[config.mk]
export PLATFORM = sky130hd
export DESIGN_NAME = adc_conversion_control
export DESIGN_NICKNAME = d
export VERILOG_FILES = /design/src/rtl/adc_conversion_pkg.sv /design/src/rtl/converter_clock_divider.sv /design/src/rtl/adc_conversion_control.sv
export SDC_FILE = /design/constraint.sdc
export NUM_CORES = 1
export LEC_CHECK = 0
export BUFFER_PORTS_ARGS = -buffer_cell sky130_fd_sc_hd__buf_2
export CORE_MARGIN = 2
export CORE_UTILIZATION = 28
export DETAILED_ROUTE_END_ITERATION = 10
export PLACE_DENSITY = 0.52
export SLEW_MARGIN = 20
export SYNTH_ARGS = -nofsm -noshare
export SYNTH_HDL_FRONTEND = slang
export SYNTH_SLANG_ARGS = --single-unit
[constraint.sdc]
create_clock -name clk_sys -period 3.45 [get_ports clk_sys]
set_input_delay 0.345 -clock clk_sys [delete_from_list [all_inputs] [get_ports clk_sys]]
set_output_delay 0.345 -clock clk_sys [all_outputs]
set_load 0.05 [all_outputs]
[src/rtl/adc_conversion_pkg.sv]
// Constants shared by the converter control logic.
// Overview of operation
// - Channel select 1 picks the first analog input, 0 picks the second.
// - Ten-bit result: high register holds bits 9..2, low register bits 1..0.
// - Converter clock is peripheral clock divided by the 5-bit divider field.
// - A divider field of zero divides by thirty-two.
// - With core freeze set, a launched conversion stalls the CPU core until done.
// - Hardware clears the core freeze bit when the conversion completes.
// - Interrupts raised during the freeze stay pending until the conversion ends.
// - Enable bit activates the converter; clearing it puts it in standby.
// - Writing start launches a conversion; start reads one until hardware clears it.
// - Result lands in both result registers eleven converter clocks after start.
// - Done flag sets when the result is ready and only software clears it.
// - With the converter interrupt enable set, a set done flag requests an interrupt.
// - Reserved bits read zero; software never writes ones to them.
// - Control bits: freeze 6, enable 5, done 4, start 3, channel select 0.
// - All four registers reset to zero; both result registers are read-only.
package adc_conversion_pkg;

	// ==========================================================
	// Register addresses
	localparam logic [7:0] ADDR_CLOCK_DIVIDER = 8'hF2;
	localparam logic [7:0] ADDR_CONTROL = 8'hF3;
	localparam logic [7:0] ADDR_RESULT_LOW = 8'hF4;
	localparam logic [7:0] ADDR_RESULT_HIGH = 8'hF5;

	// ==========================================================
	// Field positions and widths
	localparam int CTRL_FREEZE_BIT = 6;
	localparam int CTRL_ENABLE_BIT = 5;
	localparam int CTRL_DONE_BIT = 4;
	localparam int CTRL_START_BIT = 3;
	localparam int CTRL_CHANNEL_BIT = 0;
	localparam int DIVIDE_WIDTH = 5;
	localparam int RESULT_WIDTH = 10;
	localparam int RESULT_LOW_WIDTH = 2;

	// ==========================================================
	// Reset values and timing
	localparam logic [7:0] REG_RESET = 8'h00;
	localparam logic [DIVIDE_WIDTH-1:0] DIVIDE_ZERO = 5'h00;
	localparam logic [5:0] DIVIDE_ZERO_FACTOR = 6'h20;
	localparam logic [3:0] CONVERSION_PERIODS = 4'hB;

	typedef enum logic [1:0] {
		CONV_IDLE,
		CONV_SAMPLE,
		CONV_RESOLVE
	} conv_state_type;

endpackage

[src/rtl/converter_clock_divider.sv]
// Converter clock enable generator dividing the peripheral clock.
`timescale 1ns/100ps
module converter_clock_divider (
	input wire logic clk_sys,
	input wire logic rst_n,
	input wire logic run,
	input wire logic [adc_conversion_pkg::DIVIDE_WIDTH-1:0] clock_divide_field,
	output logic tick
);

	logic [5:0] count_q;
	logic [5:0] count_d;
	logic [5:0] factor;

	always_comb begin
		if (clock_divide_field == adc_conversion_pkg::DIVIDE_ZERO) begin
			factor = adc_conversion_pkg::DIVIDE_ZERO_FACTOR;
		end else begin
			factor = {1'b0, clock_divide_field};
		end
		tick = run && (count_q >= factor - 6'h01);
		if (!run || tick) begin
			count_d = 6'h00;
		end else begin
			count_d = count_q + 6'h01;
		end
	end

	always_ff @(posedge clk_sys or negedge rst_n) begin
		if (!rst_n) begin
			count_q <= 6'h00;
		end else begin
			count_q <= count_d;
		end
	end

endmodule

[src/rtl/adc_conversion_control.sv]
// Control, registers and successive approximation sequencing of the two-channel converter.
`timescale 1ns/100ps
module adc_conversion_control (
	input wire logic clk_sys,
	input wire logic rst_n,
	input wire logic [7:0] sfr_addr,
	input wire logic sfr_wr,
	input wire logic sfr_rd,
	input wire logic [7:0] sfr_wdata,
	output logic [7:0] sfr_rdata,
	input wire logic converter_irq_enable,
	output logic converter_irq,
	output logic cpu_freeze,
	output logic irq_hold,
	output logic converter_standby,
	output logic analog_input_first_sel,
	output logic sample_hold,
	output logic [adc_conversion_pkg::RESULT_WIDTH-1:0] dac_code,
	input wire logic comparator_out
);

	localparam int RW = adc_conversion_pkg::RESULT_WIDTH;
	localparam int DW = adc_conversion_pkg::DIVIDE_WIDTH;

	// ==========================================================
	// Comparator synchroniser
	logic comp_meta_q;
	logic comp_sync_q;

	always_ff @(posedge clk_sys or negedge rst_n) begin
		if (!rst_n) begin
			comp_meta_q <= 1'b0;
			comp_sync_q <= 1'b0;
		end else begin
			comp_meta_q <= comparator_out;
			comp_sync_q <= comp_meta_q;
		end
	end

	// ==========================================================
	// Register and sequencer state
	adc_conversion_pkg::conv_state_type state_q, state_d;
	logic [DW-1:0] divide_q, divide_d;
	logic freeze_q, freeze_d;
	logic enable_q, enable_d;
	logic done_q, done_d;
	logic channel_q, channel_d;
	logic [3:0] period_q, period_d;
	logic [RW-1:0] trial_q, trial_d;
	logic [RW-1:0] bit_q, bit_d;
	logic [RW-1:0] result_q, result_d;
	logic [7:0] rdata_q, rdata_d;
	logic tick;
	logic write_ctrl;
	logic launch;
	logic finish;
	logic busy;

	converter_clock_divider u_divider (
		.clk_sys(clk_sys),
		.rst_n(rst_n),
		.run(enable_q),
		.clock_divide_field(divide_q),
		.tick(tick)
	);

	assign busy = (state_q != adc_conversion_pkg::CONV_IDLE);
	assign write_ctrl = sfr_wr && (sfr_addr == adc_conversion_pkg::ADDR_CONTROL);
	// no launch while busy or disabled
	assign launch = write_ctrl && sfr_wdata[adc_conversion_pkg::CTRL_START_BIT] && !busy
		&& enable_q && sfr_wdata[adc_conversion_pkg::CTRL_ENABLE_BIT];
	assign finish = (state_q == adc_conversion_pkg::CONV_RESOLVE) && tick
		&& (period_q == adc_conversion_pkg::CONVERSION_PERIODS - 4'h1);

	always_comb begin
		state_d = state_q;
		divide_d = divide_q;
		freeze_d = freeze_q;
		enable_d = enable_q;
		done_d = done_q;
		channel_d = channel_q;
		period_d = period_q;
		trial_d = trial_q;
		bit_d = bit_q;
		result_d = result_q;
		if (sfr_wr && sfr_addr == adc_conversion_pkg::ADDR_CLOCK_DIVIDER) begin
			divide_d = sfr_wdata[DW-1:0];
		end
		if (write_ctrl) begin
			freeze_d = sfr_wdata[adc_conversion_pkg::CTRL_FREEZE_BIT];
			enable_d = sfr_wdata[adc_conversion_pkg::CTRL_ENABLE_BIT];
			channel_d = sfr_wdata[adc_conversion_pkg::CTRL_CHANNEL_BIT];
			if (!sfr_wdata[adc_conversion_pkg::CTRL_DONE_BIT]) begin
				done_d = 1'b0;
			end
		end
		unique case (state_q)
			adc_conversion_pkg::CONV_IDLE: begin
				if (launch) begin
					state_d = adc_conversion_pkg::CONV_SAMPLE;
					period_d = 4'h0;
					trial_d = {1'b1, {(RW-1){1'b0}}};
					bit_d = {1'b1, {(RW-1){1'b0}}};
				end
			end
			adc_conversion_pkg::CONV_SAMPLE: begin
				if (tick) begin
					state_d = adc_conversion_pkg::CONV_RESOLVE;
					period_d = period_q + 4'h1;
				end
			end
			adc_conversion_pkg::CONV_RESOLVE: begin
				if (tick) begin
					period_d = period_q + 4'h1;
					bit_d = bit_q >> 1;
					trial_d = (comp_sync_q ? trial_q : (trial_q & ~bit_q)) | (bit_q >> 1);
					if (finish) begin
						state_d = adc_conversion_pkg::CONV_IDLE;
						result_d = comp_sync_q ? trial_q : (trial_q & ~bit_q);
						done_d = 1'b1;
						freeze_d = 1'b0;
					end
				end
			end
		endcase
		if (!enable_d) begin
			state_d = adc_conversion_pkg::CONV_IDLE;
		end
	end

	always_comb begin
		rdata_d = rdata_q;
		if (sfr_rd) begin
			rdata_d = adc_conversion_pkg::REG_RESET;
			unique case (sfr_addr)
				adc_conversion_pkg::ADDR_CLOCK_DIVIDER: begin
					rdata_d[DW-1:0] = divide_q;
				end
				adc_conversion_pkg::ADDR_CONTROL: begin
					rdata_d[adc_conversion_pkg::CTRL_FREEZE_BIT] = freeze_q;
					rdata_d[adc_conversion_pkg::CTRL_ENABLE_BIT] = enable_q;
					rdata_d[adc_conversion_pkg::CTRL_DONE_BIT] = done_q;
					rdata_d[adc_conversion_pkg::CTRL_START_BIT] = busy;
					rdata_d[adc_conversion_pkg::CTRL_CHANNEL_BIT] = channel_q;
				end
				adc_conversion_pkg::ADDR_RESULT_LOW: begin
					rdata_d[adc_conversion_pkg::RESULT_LOW_WIDTH-1:0] =
						result_q[adc_conversion_pkg::RESULT_LOW_WIDTH-1:0];
				end
				adc_conversion_pkg::ADDR_RESULT_HIGH: begin
					rdata_d = result_q[RW-1:adc_conversion_pkg::RESULT_LOW_WIDTH];
				end
				default: begin
					rdata_d = adc_conversion_pkg::REG_RESET;
				end
			endcase
		end
	end

	always_ff @(posedge clk_sys or negedge rst_n) begin
		if (!rst_n) begin
			state_q <= adc_conversion_pkg::CONV_IDLE;
			divide_q <= adc_conversion_pkg::DIVIDE_ZERO;
			freeze_q <= 1'b0;
			enable_q <= 1'b0;
			done_q <= 1'b0;
			channel_q <= 1'b0;
			period_q <= 4'h0;
			trial_q <= {RW{1'b0}};
			bit_q <= {RW{1'b0}};
			result_q <= {RW{1'b0}};
			rdata_q <= adc_conversion_pkg::REG_RESET;
		end else begin
			state_q <= state_d;
			divide_q <= divide_d;
			freeze_q <= freeze_d;
			enable_q <= enable_d;
			done_q <= done_d;
			channel_q <= channel_d;
			period_q <= period_d;
			trial_q <= trial_d;
			bit_q <= bit_d;
			result_q <= result_d;
			rdata_q <= rdata_d;
		end
	end

	// ==========================================================
	// Outputs
	assign sfr_rdata = rdata_q;
	assign converter_irq = done_q && converter_irq_enable;
	assign cpu_freeze = freeze_q && busy;
	assign irq_hold = freeze_q && busy;
	assign converter_standby = !enable_q;
	assign analog_input_first_sel = channel_q;
	assign sample_hold = (state_q == adc_conversion_pkg::CONV_SAMPLE);
	assign dac_code = trial_q;

endmodule

== After elaboration in Yosys (flattened, before gate mapping) ==
Index checks and enable logic that the tools add are counted.

* Multiplexer cells: 33
* Bitwise operators: 3
* Reductions and logical operators: 23
* Equal/unequal tests: 14
* $lt $le $gt $ge: 1
* $add $sub $neg: 3

{| class="wikitable"
|+ Operators with widths
! kind !! number
|-
| 10-bit 2-to-1 mux || 4
|-
| 10-bit case mux with 2 select lines || 2
|-
| 8-bit == test, second input constant || 4
|-
| 6-bit 2-to-1 mux || 2
|-
| 2-bit case mux with 3 select lines || 2
|-
| 1-bit logical AND || 11
|-
| 1-bit 2-to-1 mux || 11
|-
| 10-bit bitwise AND || 1
|-
| 2-bit 2-to-1 mux || 5
|-
| 10-bit NOT || 1
|-
| 10-bit by 9-bit bitwise OR with 10-bit output || 1
|-
| 3-bit inequality test, second input constant || 3
|-
| 4-bit 2-to-1 mux || 2
|-
| 4-bit case mux with 2 select lines || 1
|-
| 6-bit by 1-bit adder with 6-bit output, second input constant || 1
|-
| 6-bit greater-or-equal comparator || 1
|-
| 3-bit AND reduction || 2
|-
| 6-bit by 1-bit subtractor with 6-bit output, second input constant || 1
|-
| 5-bit zero test || 1
|-
| 4-bit by 1-bit adder with 4-bit output, second input constant || 1
|-
| 4-bit == test, second input constant || 1
|-
| 2-bit inequality test, second input constant || 2
|-
| 1-bit case mux with 4 select lines || 1
|-
| 2-bit case mux with 2 select lines || 1
|-
| other kinds (13) || 15
|}

* Register bits: 61
* Input bits: 22
* Output and inout bits: 24

== Depth between registers and ports, before layout ==
Gate-level depths: netlist (run 1).

* Depth after elaboration: 11
* Depth in mapped cells: 14
* Depth with buffers taken out: 13

== Hierarchy ==
From an unflattened synthesis (run 1), not the netlist that was laid out.

* Cell total of the unflattened synthesis: 303
* Area total of the unflattened synthesis: 3035.4 um2

{| class="wikitable"
|+ By module, submodules not included
! module !! instances !! area each (um2) !! cells an instance !! seq. area each (um2)
|-
| adc_conversion_control || 1 || 2597.5 || 257 || 1376.3
|-
| converter_clock_divider || 1 || 437.9 || 46 || 150.1
|}

== Least setup slack after synthesis (run 1) ==
OpenSTA, ideal clock, no wires.

* Path kind: flip-flop to flip-flop
* From: register divide_q[0]
* To: register bit_q[8]
* Path slack: 0.865 ns
* Stages on the path, launching flop included: 14
* Arrival: 2.464 ns
* Data required time: 3.329 ns
* Path through: dfrtp_1 inv_1 ha_1 nand2b_1 o21ai_0 a21oi_1 a41o_1 ha_1 nand4_1 o31ai_4 nand2_2 a21o_1 buf_2 a22o_1

* Cells in the longest elaborated chain, start to end: 7

{| class="wikitable"
|+ RTL lines
! what !! RTL line !! source
|-
| start: declaration || adc_conversion_control.sv:43 || <nowiki>logic [DW-1:0] divide_q, divide_d;</nowiki>
|-
| start signal: assignment || adc_conversion_control.sv:163 || <nowiki>divide_q <= adc_conversion_pkg::DIVIDE_ZERO;</nowiki>
|-
| start signal: assignment || adc_conversion_control.sv:175 || <nowiki>divide_q <= divide_d;</nowiki>
|-
| 5-bit zero test || converter_clock_divider.sv:16 || <nowiki>if (clock_divide_field == adc_conversion_pkg::DIVIDE_ZERO) begin</nowiki>
|-
| 6-bit 2-to-1 mux (*) || converter_clock_divider.sv:16 ||
|-
| 6-bit by 1-bit subtractor with 6-bit output (*) || converter_clock_divider.sv:21 || <nowiki>tick = run && (count_q >= factor - 6'h01);</nowiki>
|-
| 6-bit greater-or-equal comparator (*) || converter_clock_divider.sv:21 ||
|-
| 1-bit logical AND (*) || converter_clock_divider.sv:21 ||
|-
| 2-bit inequality test (no source line) (*) || - ||
|-
| 3-bit AND reduction (no source line) (*) || - ||
|-
| end signal: assignment || adc_conversion_control.sv:170 || <nowiki>bit_q <= {RW{1'b0}};</nowiki>
|-
| end signal: assignment || adc_conversion_control.sv:182 || <nowiki>bit_q <= bit_d;</nowiki>
|-
| end: declaration || adc_conversion_control.sv:50 || <nowiki>logic [RW-1:0] bit_q, bit_d;</nowiki>
|}

Mark *: on every way between the ends. The rest lies on a longest branch, timed or not.
A chain may end at the register's enable or synchronous reset.

== Worst setup path after layout (run 1) ==
* From: register divide_q[0]
* To: register bit_q[3]

Same word-level chain as after synthesis.

==> impl_metrics.env, run 1 <==
export IMPL_maxSlewViolCount=0
export IMPL_maxSlewHeadroom=0.5614
export IMPL_hold_path_class="primary input to asynchronous set/reset pin"
export IMPL_tritoncts="built"
export IMPL_area_growth_pct=18.40
export IMPL_drt_iter0_markers=69
export IMPL_reg2reg_from="divide_q[0]"
export IMPL_combPwrFrac=0.072
export IMPL_final_area_mm2=0.003622
export IMPL_required_ns=3.68
export IMPL_maxCapViolations=0
export IMPL_post_place_ws_ns=0.4457
export IMPL_num_vias=2265
export IMPL_synth_edff_count=0
export IMPL_grt_use_total=0.1339
export IMPL_tightestPinTransition_ns=0.6579
export IMPL_detail_route_antenna_nets=0
export IMPL_gr_usage_met2=0.2063
export IMPL_async_flop_share=1.000
export IMPL_yosys_area_top_type="dfrtp_1"
export IMPL_hold_buffers=0
export IMPL_clk_latency_ns=0.35
export IMPL_place_area_mm2=0.003411
export IMPL_drc_errors=0
export IMPL_critPathArrivalTime_ns=3.25
export IMPL_finalHoldViolCount=0
export IMPL_crit_path_max_fanout=20
export IMPL_cts_made_buffers=9
export IMPL_postCtsResizedCells=0
export IMPL_ys_seq_elements=61
export IMPL_avgSynthCellArea_um2=11.16
export IMPL_cts_path_max_buffers=2
export IMPL_status="finished clean"
export IMPL_synthesis_area_mm2=0.003059
export IMPL_met1_usage=0.1795
export IMPL_wl_per_cell_um=15.57
export IMPL_start_kind="flop"
export IMPL_start_util=0.2847
export IMPL_startpoint="divide_q[0]"
export IMPL_max_freq_ghz=0.3311
export IMPL_drtPass1Iterations=5
export IMPL_p_int_uw=1118
export IMPL_dp_cells=451
export IMPL_cts_htree_levels=3
export IMPL_busiest_layer="met2"
export IMPL_power_switching_share=0.2594
export IMPL_clock_skew_ns=0.007681
export IMPL_min_period_ns=3.020
export IMPL_ys_types=51
export IMPL_gr_total_overflow=0
export IMPL_hpwl_mm=5.282
export IMPL_globalRouteMet3Util=0.04943
export IMPL_synth_top_area_frac=0.4990
export IMPL_synth_area_leaders="dfrtp_1, ha_1, mux2_2"
export IMPL_power_frac_clock=0.440
export IMPL_tns_ns=0
export IMPL_yosysSeqAreaShare=0.4990
export IMPL_power_leakage_uw=0.001744
export IMPL_grt_pass1_vias=2282
export IMPL_fill_cells=1118
export IMPL_die_w_um=108.5
export IMPL_port_buffers=44
export IMPL_peakVddDrop_v=0.0001771
export IMPL_core_area_mm2=0.01075
export IMPL_nNetsFinal=359
export IMPL_post_synth_inst_count=274
export IMPL_postCtsSetupRepairBufs=0
export IMPL_rsz0062_at_grt="false"
export IMPL_grt_pass1_wl_mm=11.79
export IMPL_clock_sinks=61
export IMPL_gp_congestion=0.7503
export IMPL_boundaryPins=46
export IMPL_p_sw_uw=391.7
export IMPL_p_seq_frac=0.488
export IMPL_setup_viol=0
export IMPL_synth_ff_type="dfrtp_1"
export IMPL_critPathCaptureType="flop"
export IMPL_die_h_um=108.5
export IMPL_avgViaCountPerCell=4.850
export IMPL_antenna_found_initial=0
export IMPL_cts_root_buffer="clkbuf_8"
export IMPL_final_instance_count_excl_fill=467
export IMPL_yosysWarnings=0
export IMPL_clkSlewWorstSetupHoldPaths_ns=0.07
export IMPL_final_period_utilization=0.8754
export IMPL_grt_max_degree=45
export IMPL_final_setup_worst_slack_ns=0.4300
export IMPL_crit_type="flop to flop"
export IMPL_dieArea_mm2=0.01178
export IMPL_wl_mm=7.269
export IMPL_power_density_mw_per_mm2=416.8
export IMPL_insertedDiodeCount=0
export IMPL_rows=38
export IMPL_drive_above_1_share=0.2599
export IMPL_synthesis_nets=311
[cells in the mapped netlist, types with 3 or more instances]
master and number:
inv_1 16, o2bb2ai_1 9, mux2i_1 5, nor2_1 19
nand2_1 14, xor2_1 3, nand4_1 4, nor2b_1 3
a21boi_0 9, mux2_2 15, nand3_1 5, o22a_1 3
buf_4 3, xnor2_1 3, nand2b_1 3, dfrtp_1 61
and3_1 3, a22o_1 13, o21ai_0 6, a21oi_1 20
mux2_1 3, ha_1 15
[routing by layer]
layer	vias to the layer above	part of all wire
met4	0	0.0094
met1	1112	0.49
met5	-	0
li1	1103	-
met2	43	0.46
met3	7	0.043
[sequential cells by signal, summed over array words and instances, names as in the netlist]
register                flops
done_q                      1
period_q                    4
sfr_rdata                   8
divide_q                    5
comp_meta_q                 1
comp_sync_q                 1
freeze_q                    1
result_q                   10
bit_q                      10
dac_code                   10
analog_input_first_sel      1
state_q                     2
u_divider.count_q           6
enable_q                    1
[final timing paths]
path | to | slack (ns) | cells after the start
max | bit_q[3] | 0.43 | 12
min | u_divider.count_q[4] | 0.003 | 1
max reg2reg | bit_q[3] | 0.43 | 12
min reg2reg | comp_sync_q | 0.36 | 0
max in group asynchronous | result_q[1] | 2.77 | 2
min in group clk_sys | comp_meta_q | 0.10 | 1
[metrics by stage]
step           hold WS (ns)    util  power [uW]
5_1_grt             0.02446  0.3371        1593
4_1_cts             0.08870  0.3369        1533
6_report           0.002918  0.3371        1510
3_3_place_gp         0.3372  0.3174       859.8
2_1_floorplan       0.04941       -       812.3
3_5_place_dp         0.3441  0.3174       861.8
[critical path: stages, from the launching register on]
cell and delay [ns]:
dfrtp_1 0.44, inv_1 0.13, ha_1 0.18, nand2b_1 0.08, o21ai_0 0.08, a21oi_1 0.09, a41o_1 0.21, ha_1 0.28
nand4_1 0.18, o31ai_4 0.40, nand2_2 0.11, a21o_1 0.40, a22o_1 0.33
[cell type report]
class / count / area (um^2) / share of cell area
Sequential cell: 61 / 1526 / 0.4214
Multi-Input combinational cell: 188 / 1418 / 0.3914
Timing Repair Buffer: 45 / 230.2 / 0.06356
Tap cell: 140 / 175.2 / 0.04836
Clock buffer: 10 / 137.6 / 0.03800
Clock inverter: 6 / 71.32 / 0.01969
Inverter: 17 / 63.81 / 0.01762
[cells in the final DEF (no fill, tap or decap), drive strengths merged, types with 4 or more instances in the layout]
cell type and n:
nand3 6, nand4 4, o21ai 6, mux2 18, nor2 20, ha 15
a22o 13, clkbuf 10, o2bb2ai 9, nand2 16, mux2i 5, a21boi 9
inv 18, dfrtp 61, buf 45, a21oi 20
[cells by family (layout without fill, tap and decap cells)]
group | Yosys count | in the layout | share of synthesized area
buffers and inverters | 25 | 78 | 0.03763
multiplexers | 23 | 23 | 0.08262
AO/OA/AOI/OAI | 79 | 79 | 0.1894
AND/OR/NAND/NOR | 65 | 65 | 0.1129
adder cells (fa/ha/maj) | 15 | 15 | 0.06135
flip-flops | 61 | 61 | 0.4990
XOR/XNOR | 6 | 6 | 0.01718
[power by group through the flow]
| stage | logic, uW | registers (uW) | clock network, uW |
|---|---|---|---|
| after CTS | 112 | 737 | 684 |
| after global placement | 109 | 750 | 0 |
| after global routing | 123 | 738 | 731 |
| final | 109 | 737 | 664 |
| after floorplan | 48.4 | 764 | 0 |
| after detailed placement | 111 | 751 | 0 |
Power figures use the tool's default switching activity.
==> inputs of run 2 (changes only) <==
--- a/config.mk
+++ b/config.mk
@@ -9,7 +9,7 @@
 export CORE_MARGIN = 2
 export CORE_UTILIZATION = 28
 export DETAILED_ROUTE_END_ITERATION = 10
-export PLACE_DENSITY = 0.52
+export PLACE_DENSITY = 0.54
 export SLEW_MARGIN = 20
 export SYNTH_ARGS = -nofsm -noshare
 export SYNTH_HDL_FRONTEND = slang
==> constraint.sdc (replaced) <==
create_clock -name clk_sys -period 2.7 [get_ports clk_sys]
set_input_delay 0.27 -clock clk_sys [delete_from_list [all_inputs] [get_ports clk_sys]]
set_output_delay 0.27 -clock clk_sys [all_outputs]
set_load 0.05 [all_outputs]
==> impl_metrics.env, run 2 (synthesis gave the netlist of run 1 again) <==
export IMPL_die_w_um=108.5
export IMPL_p_int_uw=1525
export IMPL_rows=38
export IMPL_p_seq_frac=0.468
export IMPL_num_vias=2366
export IMPL_place_area_mm2=0.003533
export IMPL_drc_errors=0
export IMPL_antenna_found_initial=0
export IMPL_drt_iter0_markers=60
export IMPL_rsz0062_at_grt="true"
export IMPL_grt_use_total=0.1334
export IMPL_clock_skew_ns=0.007468
export IMPL_insertedDiodeCount=0
export IMPL_combPwrFrac=0.079
export IMPL_required_ns=2.94
export IMPL_nNetsFinal=377
export IMPL_whs_ns=0.04011
export IMPL_die_h_um=108.5
export IMPL_crit_chain="inv_2, ha_4, nand2b_4, o21ai_1, a21oi_1, a41o_1, ha_4, nand4_1, o221a_4, o22a_1, or4_1, o31ai_1"
export IMPL_maxSlewHeadroom=0.4752
export IMPL_area_growth_pct=27.98
export IMPL_reg2reg_depth=12
export IMPL_critPathCaptureType="flop"
export IMPL_peakVddDrop_v=0.0002067
export IMPL_p_sw_uw=483.7
export IMPL_worst_r2r_setup_slack_ns=0.05
export IMPL_boundaryPins=46
export IMPL_min_period_ns=2.648
export IMPL_clkSlewWorstSetupHoldPaths_ns=0.07
export IMPL_start_util=0.2847
export IMPL_gr_total_overflow=0
export IMPL_power_switching_share=0.2408
export IMPL_hold_path_class="primary input to flop"
export IMPL_finalHoldViolCount=0
export IMPL_hpwl_mm=5.288
export IMPL_core_area_mm2=0.01075
export IMPL_wl_mm=7.515
export IMPL_grt_pass1_wl_mm=11.82
export IMPL_maxCapViolations=0
export IMPL_whs_endpoint="comp_meta_q"
export IMPL_final_area_mm2=0.003915
export IMPL_reg2reg_from="divide_q[1]"
export IMPL_layout_commonest_cell="dfrtp_1"
export IMPL_final_util=0.3643
export IMPL_drtPass1Iterations=4
export IMPL_hold_start="comparator_out"
export IMPL_port_buffers=44
export IMPL_start_kind="flop"
export IMPL_drive_above_1_share=0.3275
export IMPL_maxSlewViolCount=0
export IMPL_dieArea_mm2=0.01178
export IMPL_max_freq_ghz=0.3777
export IMPL_power_density_mw_per_mm2=513.1
export IMPL_power_leakage_uw=0.001876
export IMPL_grt_pass1_vias=2307
export IMPL_hold_buffers=0
export IMPL_cts_htree_levels=3
export IMPL_crit_buf_inv=1
export IMPL_crit_path_max_fanout=4
export IMPL_layout_common_cells="dfrtp_1, buf_2, nor2_1"
export IMPL_cts_root_buffer="clkbuf_8"
export IMPL_grt_max_degree=62
export IMPL_clk_latency_ns=0.34
export IMPL_crit_family="compound AO/OA/AOI/OAI gates"
export IMPL_fill_cells=1089
export IMPL_startpoint="divide_q[1]"
export IMPL_gp_congestion=0.8087
export IMPL_rr_endpoint="state_q[0]"
export IMPL_power_frac_clock=0.454
export IMPL_critPathMaxStageDelay_ns=0.42
export IMPL_tightestPinTransition_ns=0.7872
export IMPL_avgViaCountPerCell=4.878
export IMPL_crit_type="flop to flop"
export IMPL_cpMostUsedCell="ha_4"
export IMPL_final_period_utilization=0.9807
export IMPL_setup_viol=0
export IMPL_status="finished clean"
export IMPL_wl_per_cell_um=15.49
export IMPL_clock_sinks=61
export IMPL_holdPathStages=1
export IMPL_detail_route_antenna_nets=0
export IMPL_cts_made_buffers=9
export IMPL_tritoncts="built"
export IMPL_critPathArrivalTime_ns=2.89
export IMPL_cts_path_max_buffers=2
export IMPL_cp_slowest_cell="or4_1"
==> run 2: final cells by class <==
type,count,area (um^2),share of cell area
clock buffer,10,137.6,0.03516
clock inverter,6,86.33,0.02205
inverter,17,63.81,0.01630
multi-input combinational,188,1491,0.3810
sequential,61,1526,0.3899
tap,140,175.2,0.04474
timing repair buffer,63,434.2,0.1109
==> run 2: through the flow <==
step | worst slack (ns) | power, uW | setup TNS, ns | std cells
2_1_floorplan | 0.1153 | 1038 | 0 | 274
3_3_place_gp | -0.02413 | 1103 | -0.02413 | 464
3_5_place_dp | -0.08583 | 1106 | -0.1012 | 464
4_1_cts | -0.006138 | 2028 | -0.006138 | 481
5_1_grt | -0.06672 | 2099 | -0.2283 | 485
6_report | 0.05214 | 2009 | 0 | 485
==> run 2: power by group through the flow <==
stage	Clock [uW]	Combinational, uW	Sequential [uW]
after floorplan	0	61.8	976
after global placement	0	146	957
after detailed placement	0	148	957
after CTS	934	154	940
after global routing	982	175	942
final	911	158	940
==> run 2: routing by layer <==
| layer | vias to the layer above | share of wire | GRT usage |
|---|---|---|---|
| met2 | 54 | 0.47 | 0.2036 |
| met1 | 1169 | 0.47 | 0.1787 |
| met3 | 8 | 0.042 | 0.04280 |
| li1 | 1135 | - | - |
| met4 | 0 | 0.013 | 0.04487 |
| met5 | - | 0 | 0 |
==> run 2: worst register-to-register path: stages (launching register included) <==
cell and delay (ns):
dfrtp_1 0.40, inv_2 0.08, ha_4 0.15, nand2b_4 0.05, o21ai_1 0.07, a21oi_1 0.07
a41o_1 0.24, ha_4 0.27, nand4_1 0.17, o221a_4 0.35, o22a_1 0.20, or4_1 0.42
o31ai_1 0.08
==> run 2: worst max path at each step <==
stage / slack (ns) / to / depth (start not counted)
floorplan: 0.12 / bit_q[8] / 13
global placement: -0.02 / period_q[2] / 15
global route: -0.07 / period_q[3] / 13
CTS: -0.006 / period_q[3] / 13
finish: 0.05 / state_q[0] / 12
detailed placement: -0.09 / period_q[2] / 15
==> run 2: what timing repair did <==
action,4_1_cts,5_1_grt
resized for setup,11,6
setup buffers,1,2
gates cloned,0,2
pin swaps,6,14
setup endpoints to repair,12,22
==> inputs of run 3 (changes only) <==
--- a/config.mk
+++ b/config.mk
@@ -7,9 +7,9 @@
 export LEC_CHECK = 0
 export BUFFER_PORTS_ARGS = -buffer_cell sky130_fd_sc_hd__buf_2
 export CORE_MARGIN = 2
-export CORE_UTILIZATION = 28
+export CORE_UTILIZATION = 51
 export DETAILED_ROUTE_END_ITERATION = 10
-export PLACE_DENSITY = 0.54
+export PLACE_DENSITY = 0.82
 export SLEW_MARGIN = 20
 export SYNTH_ARGS = -nofsm -noshare
 export SYNTH_HDL_FRONTEND = slang
==> constraint.sdc (replaced) <==
create_clock -name clk_sys -period 2.7 [get_ports clk_sys]
set_input_delay 0.135 -clock clk_sys [delete_from_list [all_inputs] [get_ports clk_sys]]
set_output_delay 0.135 -clock clk_sys [all_outputs]
set_load 0.05 [all_outputs]
==> impl_metrics.env, run 3 (synthesis gave the netlist of run 1 again) <==
export IMPL_status="complete, but fails checks"
export IMPL_violations="negative setup slack"
export IMPL_worst_r2r_setup_slack_ns=-0.03
export IMPL_whs_ns=0.02455
export IMPL_hold_start="sfr_wdata[2]"
export IMPL_p_seq_frac=0.480
export IMPL_cts_path_max_buffers=2
export IMPL_drive_above_1_share=0.3400
export IMPL_power_density_mw_per_mm2=500.1
export IMPL_area_growth_pct=27.93
export IMPL_setup_viol=9
export IMPL_hpwl_mm=4.837
export IMPL_insertedDiodeCount=0
export IMPL_layout_commonest_cell="dfrtp_1"
export IMPL_final_period_utilization=1.013
export IMPL_grt_pass1_wl_mm=12.11
export IMPL_dieArea_mm2=0.006634
export IMPL_rows=28
export IMPL_rr_endpoint="state_q[0]"
export IMPL_power_frac_clock=0.428
export IMPL_reg2reg_from="divide_q[0]"
export IMPL_p_int_uw=1451
export IMPL_cp_slowest_cell="or4_1"
export IMPL_drtPass1Iterations=4
export IMPL_die_h_um=81.45
export IMPL_reg2reg_depth=13
export IMPL_maxSlewViolCount=0
export IMPL_grt_pass1_vias=2492
export IMPL_startpoint="divide_q[0]"
export IMPL_core_area_mm2=0.005851
export IMPL_cts_made_buffers=9
export IMPL_power_switching_share=0.2587
export IMPL_wl_per_cell_um=18.17
export IMPL_crit_chain="inv_2, ha_4, nand2b_4, o21ai_1, a21oi_1, a41o_1, ha_4, nand4_1, buf_4, o221a_4, o22a_1, or4_1, o31ai_1"
export IMPL_tightestPinTransition_ns=0.5683
export IMPL_crit_path_max_fanout=3
export IMPL_gr_total_overflow=0
export IMPL_final_area_mm2=0.003914
export IMPL_boundaryPins=46
export IMPL_num_vias=2545
export IMPL_clkSlewWorstSetupHoldPaths_ns=0.08
export IMPL_hold_path_class="primary input to flop"
export IMPL_port_buffers=44
export IMPL_tns_ns=-0.1888
export IMPL_nNetsFinal=382
export IMPL_required_ns=2.96
export IMPL_clock_sinks=61
export IMPL_critPathArrivalTime_ns=2.99
export IMPL_cts_root_buffer="clkbuf_8"
export IMPL_maxSlewHeadroom=0.6211
export IMPL_place_area_mm2=0.003452
export IMPL_finalHoldViolCount=0
export IMPL_layout_common_cells="dfrtp_1, buf_2, nor2_1"
export IMPL_holdPathStages=2
export IMPL_critPathCaptureType="flop"
export IMPL_final_setup_worst_slack_ns=-0.03410
export IMPL_tritoncts="built"
export IMPL_crit_type="flop to flop"
export IMPL_start_util=0.5229
export IMPL_critPathMaxStageDelay_ns=0.41
export IMPL_min_period_ns=2.734
export IMPL_clk_latency_ns=0.35
export IMPL_maxCapViolations=0
export IMPL_power_uw=1957
export IMPL_die_w_um=81.45
export IMPL_grt_use_total=0.2479
export IMPL_cpMostUsedCell="ha_4"
export IMPL_clock_skew_ns=0.01761
export IMPL_grt_max_degree=46
export IMPL_rsz0062_at_grt="true"
export IMPL_wl_mm=7.723
export IMPL_start_kind="flop"
export IMPL_max_freq_ghz=0.3658
export IMPL_cts_htree_levels=3
export IMPL_gp_congestion=0.8257
export IMPL_p_sw_uw=506.3
export IMPL_drt_iter0_markers=181
export IMPL_avgViaCountPerCell=5.988
export IMPL_combPwrFrac=0.092
export IMPL_power_leakage_uw=0.001906
export IMPL_drc_errors=0
export IMPL_whs_endpoint="divide_q[2]"
export IMPL_detail_route_antenna_nets=0
export IMPL_antenna_found_initial=0
export IMPL_peakVddDrop_v=0.0003156
-- run 3: cell count changes in the layout (fill, tap and decap cells not counted), sizes merged --
| cell | previous run | this run |
|---|---|---|
| buf | 61 | 66 |
| bufinv | 2 | 1 |
| clkbuf | 12 | 10 |
| clkinv | 3 | 2 |
| dlygate4sd3 | 0 | 2 |
| inv | 17 | 19 |
-- run 3: cell type report --
cell class	instances	area [um^2]
flip-flops and latches	61	1526
inverters	17	63.81
multi-input cells	188	1545
clock buffers	10	137.6
repair buffers	68	478.0
clock inverters	6	68.82
fillers	407	1937
well taps	75	93.84
-- run 3: repair_timing --
action                                 4_1_cts  5_1_grt
gates resized for setup                     16        7
setup endpoints to repair                   34       37
gates cloned                                 1        0
pin swaps                                    7       16
endpoints found under the hold margin       44        0
hold buffers                                 2        0
buffers inserted                             4        3
-- run 3: metrics by stage --
step | util | worst slack (ns) | std cells
after floorplan | - | 0.1153 | 274
after global placement | 0.5900 | -0.008884 | 399
after detailed placement | 0.5900 | -0.1011 | 399
after CTS | 0.6561 | -0.07168 | 422
after global routing | 0.6689 | -0.1342 | 425
final | 0.6689 | -0.03410 | 425
-- run 3: power by group through the flow --
stage | Clock (uW) | Combinational [uW] | Sequential (uW)
5_1_grt | 886 | 195 | 942
4_1_cts | 849 | 165 | 939
6_report | 837 | 180 | 940
3_3_place_gp | 0 | 145 | 956
3_5_place_dp | 0 | 150 | 957
2_1_floorplan | 0 | 61.8 | 976
-- run 3: routing by layer --
| layer | wire [um] | GRT usage | up-vias | share of wire |
|---|---|---|---|---|
| met1 | 3117 | 0.3022 | 1260 | 0.40 |
| li1 | - | - | 1152 | - |
| met2 | 3766 | 0.3984 | 106 | 0.49 |
| met3 | 567 | 0.07582 | 27 | 0.073 |
| met4 | 271 | 0.1254 | 0 | 0.035 |
| met5 | 0 | 0 | - | 0 |
-- run 3: critical path, delay by kind of cell, from the launching register on --
family | cells | cell delay (ns)
adders and majority gates | 2 | 0.45
and+or+nand+nor | 3 | 0.63
AOI/OAI and AO/OA | 6 | 0.91
DFF | 1 | 0.39
buffers and inverters | 2 | 0.27
-- run 3: worst max path at each step --
stage                        endpoint  slack, ns
final                      state_q[0]      -0.03
after global routing         bit_q[0]      -0.13
after CTS                    bit_q[0]      -0.07
after detailed placement  result_q[6]      -0.10
after global placement    result_q[7]     -0.009
after floorplan              bit_q[8]       0.12
